File: src/ddn_pkg.sv
package ddn_pkg;
   // register map (Avalon word offsets as byte addresses)
   localparam logic [7:0] ADDR_CTRL      = 8'h00;
   localparam logic [7:0] ADDR_STATUS    = 8'h04;
   localparam logic [7:0] ADDR_NUMER_LO  = 8'h08;
   localparam logic [7:0] ADDR_NUMER_HI  = 8'h0C;
   localparam logic [7:0] ADDR_DIVIS_LO  = 8'h10;
   localparam logic [7:0] ADDR_DIVIS_HI  = 8'h14;
   localparam logic [7:0] ADDR_QUOT_LO   = 8'h18;
   localparam logic [7:0] ADDR_QUOT_HI   = 8'h1C;
   localparam logic [7:0] ADDR_MULT      = 8'h20;
   // control fields
   localparam int CTRL_START_BIT  = 0;
   localparam int CTRL_CLEAR_BIT  = 1;
   localparam int CTRL_ALIGN_BIT  = 2;
   localparam int CTRL_ANNUN_BIT  = 3;
   localparam int MULT_CODE_LSB   = 0;
   localparam int MULT_DP_LSB     = 4;
   // reset values and fixed figures
   localparam logic [31:0] RESET_WORD   = 32'h0000_0000;
   localparam logic [3:0]  DIGIT_BLANK  = 4'hF;
   localparam logic [3:0]  COUNT_SIX    = 4'h6;
   localparam logic [3:0]  COUNT_NINE   = 4'h9;
   localparam logic [3:0]  COUNT_TEN    = 4'hA;
   localparam int          NUM_DIGITS   = 16;
   localparam int          ACK_DELAY    = 1;
   typedef enum {
      DDN_IDLE,
      DDN_SUB,
      DDN_SHIFT,
      DDN_ALIGN,
      DDN_ANNUN,
      DDN_DONE
   } ddn_state_t;
endpackage : ddn_pkg

File: src/ddn_unit.sv
`timescale 1ns/1ps
`default_nettype none
// Behaviour
// - after full subtract, success qualifier high and another subtract follows
// - failed subtract shifts numerator one digit and retries
// - failed subtract shifts counter value into quotient register
// - count clock pulses per success; counter accumulates until failure
// - count clock also steps counter during annunciator search
// - quotient clock enable lets shift clock enter one digit
// - remote multiplier: shift point and count until equal; qualifier low
// - clear command zeroes the quotient multiplier counter
// - active-high qualifier when counter is zero
// - active-low qualifier at count six
// - active-low qualifier at count nine
// - active-low qualifier at count ten; divisor and point shift left
// - active-low qualifier for blank digit during quotient output
// - busy low during processing; plug-in data blocked then
// - transmit strobe low loads divisor from plug-in; internal sign off
// - remote control low selects remote multiplier code
// - numerator and counter both zero marks first quotient digit
// - numerator clock enable lets shift clock advance numerator
module ddn_unit
   import ddn_pkg::*;
#(
   parameter int DIGITS = NUM_DIGITS
)(
   input  wire logic        clk,
   input  wire logic        sys_rst,
   input  wire logic [7:0]  avs_address,
   input  wire logic        avs_read,
   input  wire logic        avs_write,
   input  wire logic [31:0] avs_writedata,
   input  wire logic [3:0]  avs_byteenable,
   output logic      [31:0] avs_readdata,
   output logic             avs_waitrequest,
   input  wire logic        plugin_transmit_strobe_n,
   input  wire logic [63:0] plugin_data,
   input  wire logic [3:0]  plugin_dp,
   input  wire logic        plugin_sign_minus,
   input  wire logic        remote_control_n,
   input  wire logic [3:0]  remote_multiplier_code,
   output logic             processor_busy_n,
   output logic             sign_minus_n,
   output logic             subtract_success,
   output logic             count_zero,
   output logic             count_six_n,
   output logic             count_nine_n,
   output logic             count_ten_n,
   output logic             count_equals_stored_multiplier_n,
   output logic             first_digit,
   output logic             quotient_digit_blank_n
);
   localparam int W = 4*DIGITS;
   ddn_state_t state_r, state_nxt;
   logic [W-1:0] numer_r, divis_r, quot_r;
   logic [3:0]   quotCount_r, localMult_r, storedMult_r, dp_r, outIdx_r;
   logic         ctlMinus_r, ack_r, success_r;
   logic         sgnMinus_r, blank_r;
   logic         zeroQ, sixQ, nineQ, tenQ, eqQ, firstQ;
   logic [W-1:0] diff;
   logic         noBorrow;
   ddn_bcd_sub #(.DIGITS(DIGITS)) u_sub (
      .minuend    (numer_r),
      .subtrahend (divis_r),
      .difference (diff),
      .noBorrow   (noBorrow)
   );
   wire [3:0] multSrc = remote_control_n ? localMult_r : remote_multiplier_code;
   wire       numerZero = (numer_r == '0);
   ddn_qual u_qual (
      .quotCount     (quotCount_r),
      .storedMult    (storedMult_r),
      .numerZero     (numerZero),
      .countZero     (zeroQ),
      .countSix_n    (sixQ),
      .countNine_n   (nineQ),
      .countTen_n    (tenQ),
      .countEqMult_n (eqQ),
      .firstDigit    (firstQ)
   );
   wire busReq   = (avs_read | avs_write) & ~ack_r;
   wire wrStrobe = avs_write & ack_r;
   wire idle     = (state_r == DDN_IDLE) | (state_r == DDN_DONE);
   wire wrCtrl   = wrStrobe & (avs_address == ADDR_CTRL);
   wire startCmd = wrCtrl & avs_writedata[CTRL_START_BIT] & idle;
   wire clearCmd = wrCtrl & avs_writedata[CTRL_CLEAR_BIT];
   wire alignCmd = wrCtrl & avs_writedata[CTRL_ALIGN_BIT] & idle;
   wire annunCmd = wrCtrl & avs_writedata[CTRL_ANNUN_BIT] & idle;
   // plug-in load only while not busy
   wire piLoad   = ~plugin_transmit_strobe_n & idle;
   wire [31:0] statusWord = {20'h0, dp_r, quotCount_r, firstQ, zeroQ, success_r, ~idle};
   wire [31:0] rdMux =
      (avs_address == ADDR_STATUS)   ? statusWord :
      (avs_address == ADDR_NUMER_LO) ? numer_r[31:0] :
      (avs_address == ADDR_NUMER_HI) ? numer_r[63:32] :
      (avs_address == ADDR_DIVIS_LO) ? divis_r[31:0] :
      (avs_address == ADDR_DIVIS_HI) ? divis_r[63:32] :
      (avs_address == ADDR_QUOT_LO)  ? quot_r[31:0] :
      (avs_address == ADDR_QUOT_HI)  ? quot_r[63:32] :
      (avs_address == ADDR_MULT)     ? {24'h0, dp_r, storedMult_r} :
      RESET_WORD;
   always_comb
   begin
      state_nxt = state_r;
      case (state_r)
         DDN_IDLE, DDN_DONE:
         begin
            if (startCmd)
               state_nxt = DDN_SUB;
            else if (alignCmd)
               state_nxt = DDN_ALIGN;
            else if (annunCmd)
               state_nxt = DDN_ANNUN;
         end
         DDN_SUB:
            state_nxt = noBorrow ? DDN_SUB : DDN_SHIFT;
         DDN_SHIFT:
            state_nxt = (outIdx_r == 4'(DIGITS-1)) ? DDN_DONE : DDN_SUB;
         DDN_ALIGN:
            state_nxt = eqQ ? DDN_ALIGN : DDN_DONE;
         DDN_ANNUN:
            state_nxt = (sixQ && eqQ) ? DDN_ANNUN : DDN_DONE;
         default:
            state_nxt = DDN_IDLE;
      endcase
   end
   wire subOk    = (state_r == DDN_SUB) & noBorrow;
   wire subFail  = (state_r == DDN_SUB) & ~noBorrow;
   wire countClk = subOk | ((state_r == DDN_ALIGN) & eqQ) |
                   ((state_r == DDN_ANNUN) & sixQ & eqQ);
   wire tenShift = subOk & ~tenQ;
   always_ff @(posedge clk)
   begin
      if (sys_rst)
         state_r <= DDN_IDLE;
      else
         state_r <= state_nxt;
   end
   always_ff @(posedge clk)
   begin
      if (sys_rst)
         quotCount_r <= 4'h0;
      else if (clearCmd || startCmd || (state_r == DDN_SHIFT))
         quotCount_r <= 4'h0;
      else if (countClk)
         quotCount_r <= quotCount_r + 4'h1;
   end
   always_ff @(posedge clk)
   begin
      if (sys_rst)
         numer_r <= '0;
      else if (wrStrobe && avs_address == ADDR_NUMER_LO)
         numer_r[31:0] <= avs_writedata;
      else if (wrStrobe && avs_address == ADDR_NUMER_HI)
         numer_r[63:32] <= avs_writedata;
      else if (subOk)
         numer_r <= diff;
      else if (subFail)
         numer_r <= {numer_r[W-5:0], 4'h0};
   end
   always_ff @(posedge clk)
   begin
      if (sys_rst)
         divis_r <= '0;
      else if (piLoad)
         divis_r <= plugin_data;
      else if (wrStrobe && avs_address == ADDR_DIVIS_LO)
         divis_r[31:0] <= avs_writedata;
      else if (wrStrobe && avs_address == ADDR_DIVIS_HI)
         divis_r[63:32] <= avs_writedata;
      else if (tenShift)
         divis_r <= {divis_r[W-5:0], 4'h0};
   end
   always_ff @(posedge clk)
   begin
      if (sys_rst)
         quot_r <= '0;
      else if (startCmd)
         quot_r <= '0;
      else if (subFail)
         quot_r <= {quot_r[W-5:0], quotCount_r};
   end
   always_ff @(posedge clk)
   begin
      if (sys_rst)
         outIdx_r <= 4'h0;
      else if (startCmd)
         outIdx_r <= 4'h0;
      else if (state_r == DDN_SHIFT)
         outIdx_r <= outIdx_r + 4'h1;
   end
   always_ff @(posedge clk)
   begin
      if (sys_rst)
      begin
         dp_r        <= 4'h0;
         localMult_r <= 4'h0;
      end
      else if (piLoad)
         dp_r <= plugin_dp;
      else if (wrStrobe && avs_address == ADDR_MULT)
      begin
         localMult_r <= avs_writedata[MULT_CODE_LSB +: 4];
         dp_r        <= avs_writedata[MULT_DP_LSB +: 4];
      end
      else if (((state_r == DDN_ALIGN) && eqQ) || tenShift)
         dp_r <= dp_r + 4'h1;
   end
   always_ff @(posedge clk)
   begin
      if (sys_rst)
         storedMult_r <= 4'h0;
      else
         storedMult_r <= multSrc;
   end
   always_ff @(posedge clk)
   begin
      if (sys_rst)
         ctlMinus_r <= 1'b0;
      else if (wrStrobe && avs_address == ADDR_MULT)
         ctlMinus_r <= avs_writedata[8];
   end
   // bus slave: one wait cycle, answer on second edge
   always_ff @(posedge clk)
   begin
      if (sys_rst)
      begin
         ack_r        <= 1'b0;
         avs_readdata <= RESET_WORD;
      end
      else
      begin
         ack_r        <= busReq;
         avs_readdata <= rdMux;
      end
   end
   always_ff @(posedge clk)
   begin
      if (sys_rst)
         {success_r, sgnMinus_r, blank_r} <= 3'h0;
      else
      begin
         if (state_r == DDN_SUB)
            success_r <= noBorrow;
         sgnMinus_r <= plugin_transmit_strobe_n ? ctlMinus_r : plugin_sign_minus;
         blank_r    <= (quot_r[3:0] == DIGIT_BLANK);
      end
   end
   always_ff @(posedge clk)
   begin
      if (sys_rst)
      begin
         {subtract_success, first_digit} <= 2'h0;
         {processor_busy_n, sign_minus_n, count_zero, count_six_n, count_nine_n, count_ten_n,
          count_equals_stored_multiplier_n, quotient_digit_blank_n, avs_waitrequest} <= 9'h1FF;
      end
      else
      begin
         subtract_success                 <= (state_r == DDN_SUB) ? noBorrow : success_r;
         processor_busy_n                 <= idle;
         sign_minus_n                     <= ~sgnMinus_r;
         count_zero                       <= zeroQ;
         count_six_n                      <= sixQ;
         count_nine_n                     <= nineQ;
         count_ten_n                      <= tenQ;
         count_equals_stored_multiplier_n <= eqQ;
         first_digit                      <= firstQ;
         quotient_digit_blank_n           <= ~blank_r;
         avs_waitrequest                  <= ~busReq;
      end
   end
endmodule : ddn_unit
`default_nettype wire

File: src/ddn_bcd_sub.sv
`timescale 1ns/1ps
`default_nettype none
// 16-digit BCD subtract: difference and no-borrow flag
module ddn_bcd_sub
   import ddn_pkg::*;
#(
   parameter int DIGITS = NUM_DIGITS
)(
   input  wire logic [4*DIGITS-1:0] minuend,
   input  wire logic [4*DIGITS-1:0] subtrahend,
   output logic      [4*DIGITS-1:0] difference,
   output logic                     noBorrow
);
   logic [DIGITS:0] borrow;
   assign borrow[0] = 1'b0;
   genvar g;
   generate
      for (g = 0; g < DIGITS; g++)
      begin : g_dig
         logic [4:0] raw;
         assign raw = {1'b0, minuend[4*g +: 4]} - {1'b0, subtrahend[4*g +: 4]}
                      - {4'h0, borrow[g]};
         assign borrow[g+1] = raw[4];
         assign difference[4*g +: 4] = raw[4] ? (raw[3:0] - 4'h6) : raw[3:0];
      end
   endgenerate
   assign noBorrow = ~borrow[DIGITS];
endmodule : ddn_bcd_sub
`default_nettype wire

File: src/ddn_qual.sv
`timescale 1ns/1ps
`default_nettype none
// qualifiers derived from the quotient multiplier count
module ddn_qual
   import ddn_pkg::*;
(
   input  wire logic [3:0] quotCount,
   input  wire logic [3:0] storedMult,
   input  wire logic       numerZero,
   output logic            countZero,
   output logic            countSix_n,
   output logic            countNine_n,
   output logic            countTen_n,
   output logic            countEqMult_n,
   output logic            firstDigit
);
   assign countZero     = (quotCount == 4'h0);
   assign countSix_n    = ~(quotCount == COUNT_SIX);
   assign countNine_n   = ~(quotCount == COUNT_NINE);
   assign countTen_n    = ~(quotCount == COUNT_TEN);
   assign countEqMult_n = ~(quotCount == storedMult);
   assign firstDigit    = numerZero & countZero;
endmodule : ddn_qual
`default_nettype wire

File: config.mk
export PLATFORM = sky130hd
export DESIGN_NAME = ddn_unit
export DESIGN_NICKNAME = d
export VERILOG_FILES = /design/src/ddn_pkg.sv /design/src/ddn_unit.sv /design/src/ddn_bcd_sub.sv /design/src/ddn_qual.sv
export SDC_FILE = /design/constraint.sdc
export NUM_CORES = 1
export LEC_CHECK = 0
export ABC_CLOCK_PERIOD_IN_PS = 29600
export BUFFER_PORTS_ARGS = -buffer_cell sky130_fd_sc_hd__buf_2
export CORE_MARGIN = 10
export CORE_UTILIZATION = 40
export CTS_CLUSTER_SIZE = 12
export DETAILED_ROUTE_END_ITERATION = 8
export GPL_TIMING_DRIVEN = 0
export SETUP_SLACK_MARGIN = 0.1
export SKIP_LAST_GASP = 1
export SYNTH_ARGS = -nofsm -noshare
export SYNTH_HDL_FRONTEND = slang
export SYNTH_SLANG_ARGS = --single-unit
File: constraint.sdc
create_clock -name clk -period 29.6 [get_ports clk]
set_input_delay 7.4 -clock clk [delete_from_list [all_inputs] [get_ports clk]]
set_output_delay 7.4 -clock clk [all_outputs]
set_load 0.005 [all_outputs]
==> metrics.yaml <==
run_status:
  status: "finished with violations"
  failed_checks: "max-capacitance violations, max-slew violations"
sta:
  relSlewSlack: -0.01524
  setup-violations-final: 0
  max_freq_ghz: 0.04005
  hold_ws_ns: 0.3784
  rsz0062_at_grt: "no"
  worst_pin_slew_ns: 1.509
  fin_skew_ns: 0.02054
  period_needed_ns: 24.97
  slew_viol_final: 6
  finalSetupTns_ns: 0
  hold_violations: 0
  min_period_over_period: 0.8436
global_routing:
  grt_pass1_vias: 17258
  grt_use_met2: 0.4592
  grt_overflow: 0
  grt_pass1_wl_um: 116600
  grt_util_met3: 0.05637
  gr-max-usage-layer: "met2"
  gr-usage-met1: 0.3821
  track_usage: 0.2946
  antenna_found_initial: 0
  grt_max_degree: 15
floorplan:
  ioPinCount: 166
  fp-row-count: 76
  die_w_um: 229.0
  fp.dieH_um: 229.0
  die_area_sq_mm: 0.05245
  fp.coreArea_sq_mm: 0.04317
  start_util: 0.4048
critical_path:
  arrival_ns: 25.48
  endpoint_kind: "flip-flop"
  r2r-start: "divis_r[0]$_SDFFE_PP0P_"
  worstPathRequired_ns: 30.11
  r2r_cells: 106
  cp_common_cell: "fa_1"
  max_stage_delay_ns: 1.04
  path_max_fanout: 10
  critPathSlowestCell: "a211oi_1"
  crit_start: "divis_r[0]$_SDFFE_PP0P_"
  criticalPathCategory: "reg2reg"
  start_kind: "flip-flop"
  reg2reg_slack_ns: 4.63
hold_path:
  hp-class: "reg2reg"
  holdCritStartpoint: "blank_r$_SDFF_PP0_"
  holdPathStages: 1
synth:
  syn_area_sq_mm: 0.01747
  yosysUniqueCellTypes: 71
  synth_seq_area_share: 0.3002
  ys_warn_count: 0
  synth_cells: 2169
  ys_ff_latch: 262
  synth_nets: 2438
  synth.avg_cell_area_sq_um: 8.056
  synth-async-reset-ratio: 0
  yosysTopAreaCellShare: 0.3002
  synth_edf_count: 0
  synth_area_leaders: "dfxtp_1, ha_1, a21oi_1"
  synth_area_leader_cell: "dfxtp_1"
  ys.flop_type: "dfxtp_1"
power:
  power.leakage_uw: 0.007714
  p_int_uw: 1342
  p_seq_frac: 0.192
  p_sw_uw: 1229
  comb_power_share: 0.655
  power_density_mw_per_mm2: 128.6
  switching_share: 0.4780
  p_clk_frac: 0.152
  ir_worst_vdd_v: 0.0001110
  power_uw: 2571
route:
  drtAntennaViolNets: 0
  vias: 18262
  viasPerCell: 6.161
  drcViolationCount: 0
  wl_um: 81070
  post_drt_wl_per_cell_um: 27.35
  drt-pass1-iter-count: 6
  drt_first_iter_violations: 2409
clock_network:
  cts_resized: 0
  clock-sinks: 262
  worst_skew_pair.late_latency_ns: 0.59
  cts_tree: "yes"
  htreeDepth: 1
  clockBufferDepth: 3
  cts_buffers: 31
  cts-root-buf: "clkbuf_16"
  cts_hold_buf: 0
  post_cts_buffers: 0
  path_clk_slew_ns: 0.06
cells_and_area:
  drive_gt1_frac: 0.1169
  fin_area_sq_mm: 0.01999
  diodes: 0
  layout.nets: 2627
  area_growth_pct: 14.42
flow_run:
  maxCapViolations: 1
placement:
  gp_congestion: 1.026
  dpl_cell_area_sq_mm: 0.01899
  dp_hpwl_um: 64210
  io_buffers: 156
## metrics by stage
stage,std cells,utilization,setup slack (ns)
floorplan,2169,-,8.034
global placement,2910,0.4398,5.070
detailed placement,2910,0.4398,4.871
CTS,2964,0.4631,4.812
global route,2964,0.4631,3.250
finish,2964,0.4631,4.629
## cells in the final DEF (no fill, tap or decap), types with 24 or more instances in the layout
| master | instances |
|---|---|
| o211ai_1 | 40 |
| a21oi_1 | 246 |
| inv_1 | 158 |
| a211oi_1 | 38 |
| xnor2_1 | 56 |
| buf_2 | 180 |
| mux2i_1 | 57 |
| a221oi_1 | 45 |
| nor2_1 | 166 |
| fa_1 | 31 |
| a211o_1 | 48 |
| ha_1 | 115 |
| xor2_1 | 30 |
| a31oi_1 | 24 |
| clkbuf_1 | 110 |
| nand2_1 | 280 |
| nand2b_1 | 25 |
| clkbuf_16 | 31 |
| a22oi_1 | 47 |
| dfxtp_1 | 262 |
| o21ai_0 | 71 |
## worst max-delay path, delay by kind of cell, from the launching register on
family | cells | cell delay, ns
DFF | 1 | 0.45
adders and majority gates | 32 | 9.62
AOI/OAI and AO/OA | 19 | 6.14
xor gates and xnor gates | 1 | 0.16
and+or+nand+nor | 30 | 6.20
buffers and inverters | 24 | 2.25
## final timing paths
check	endpoint
worst min register to register	quotient_digit_blank_n$_SDFF_PP1_
worst max-delay path	numer_r[13]$_SDFFE_PP0P_
worst min-delay path	quotient_digit_blank_n$_SDFF_PP1_
worst max register to register	numer_r[13]$_SDFFE_PP0P_
## synthesized netlist by cell type (16+ instances only)
library cell / count
a221oi_1: 45
nand2b_1: 25
nor4_1: 21
a211oi_1: 38
a21oi_1: 246
dfxtp_1: 262
fa_1: 31
inv_1: 158
a22oi_1: 47
nand2_1: 280
mux2i_1: 57
o21ai_0: 71
clkbuf_1: 105
ha_1: 115
a221oi_2: 21
o22ai_1: 16
and2_1: 21
xor2_1: 30
nor2_1: 166
xnor2_1: 56
a31oi_1: 24
o211ai_1: 40
nand3b_1: 23
a211o_1: 48
buf_2: 24
## layer usage
layer	routed length, um	up-vias
met3	7671	237
met5	0	-
met1	33280	8829
met2	35180	1034
li1	-	8162
met4	4936	0
## registers in the layout, summed over array words and instances (netlist names), 3 cells and up
| signal | count |
|---|---|
| divis_r | 64 |
| numer_r | 64 |
| quot_r | 64 |
| avs_readdata | 32 |
| dp_r | 4 |
| localMult_r | 4 |
| outIdx_r | 4 |
| quotCount_r | 4 |
| storedMult_r | 4 |
| state_r | 3 |
## cells by family (layout without fill, tap and decap cells)
group	Yosys count	after routing	synth area share
xor gates and xnor gates	87	87	0.04439
buffers and inverters	303	513	0.06917
and+or+nand+nor	612	612	0.1575
muxes	65	65	0.03845
AOI/OAI and AO/OA	694	694	0.2724
adders and majority gates	146	146	0.1179
DFF	262	262	0.3002
## final cells by class
class / instances / area [sq um]
fillers: 4454 / 23180
multi-input cells: 1604 / 11020
flip-flops and latches: 262 / 5245
clock buffers: 41 / 863.3
repair buffers: 156 / 780.7
well taps: 585 / 732.0
plain buffers: 145 / 615.6
inverters: 158 / 593.1
clock inverters: 13 / 143.9
## power by group through the flow
stage	combinational, uW	sequential (uW)	clock (uW)
global route	1850	494	408
finish	1680	495	392
detailed placement	1650	497	0
floorplan	1240	447	0
global placement	1610	498	0
CTS	1660	490	394
(Power assumes the default switching activity.)
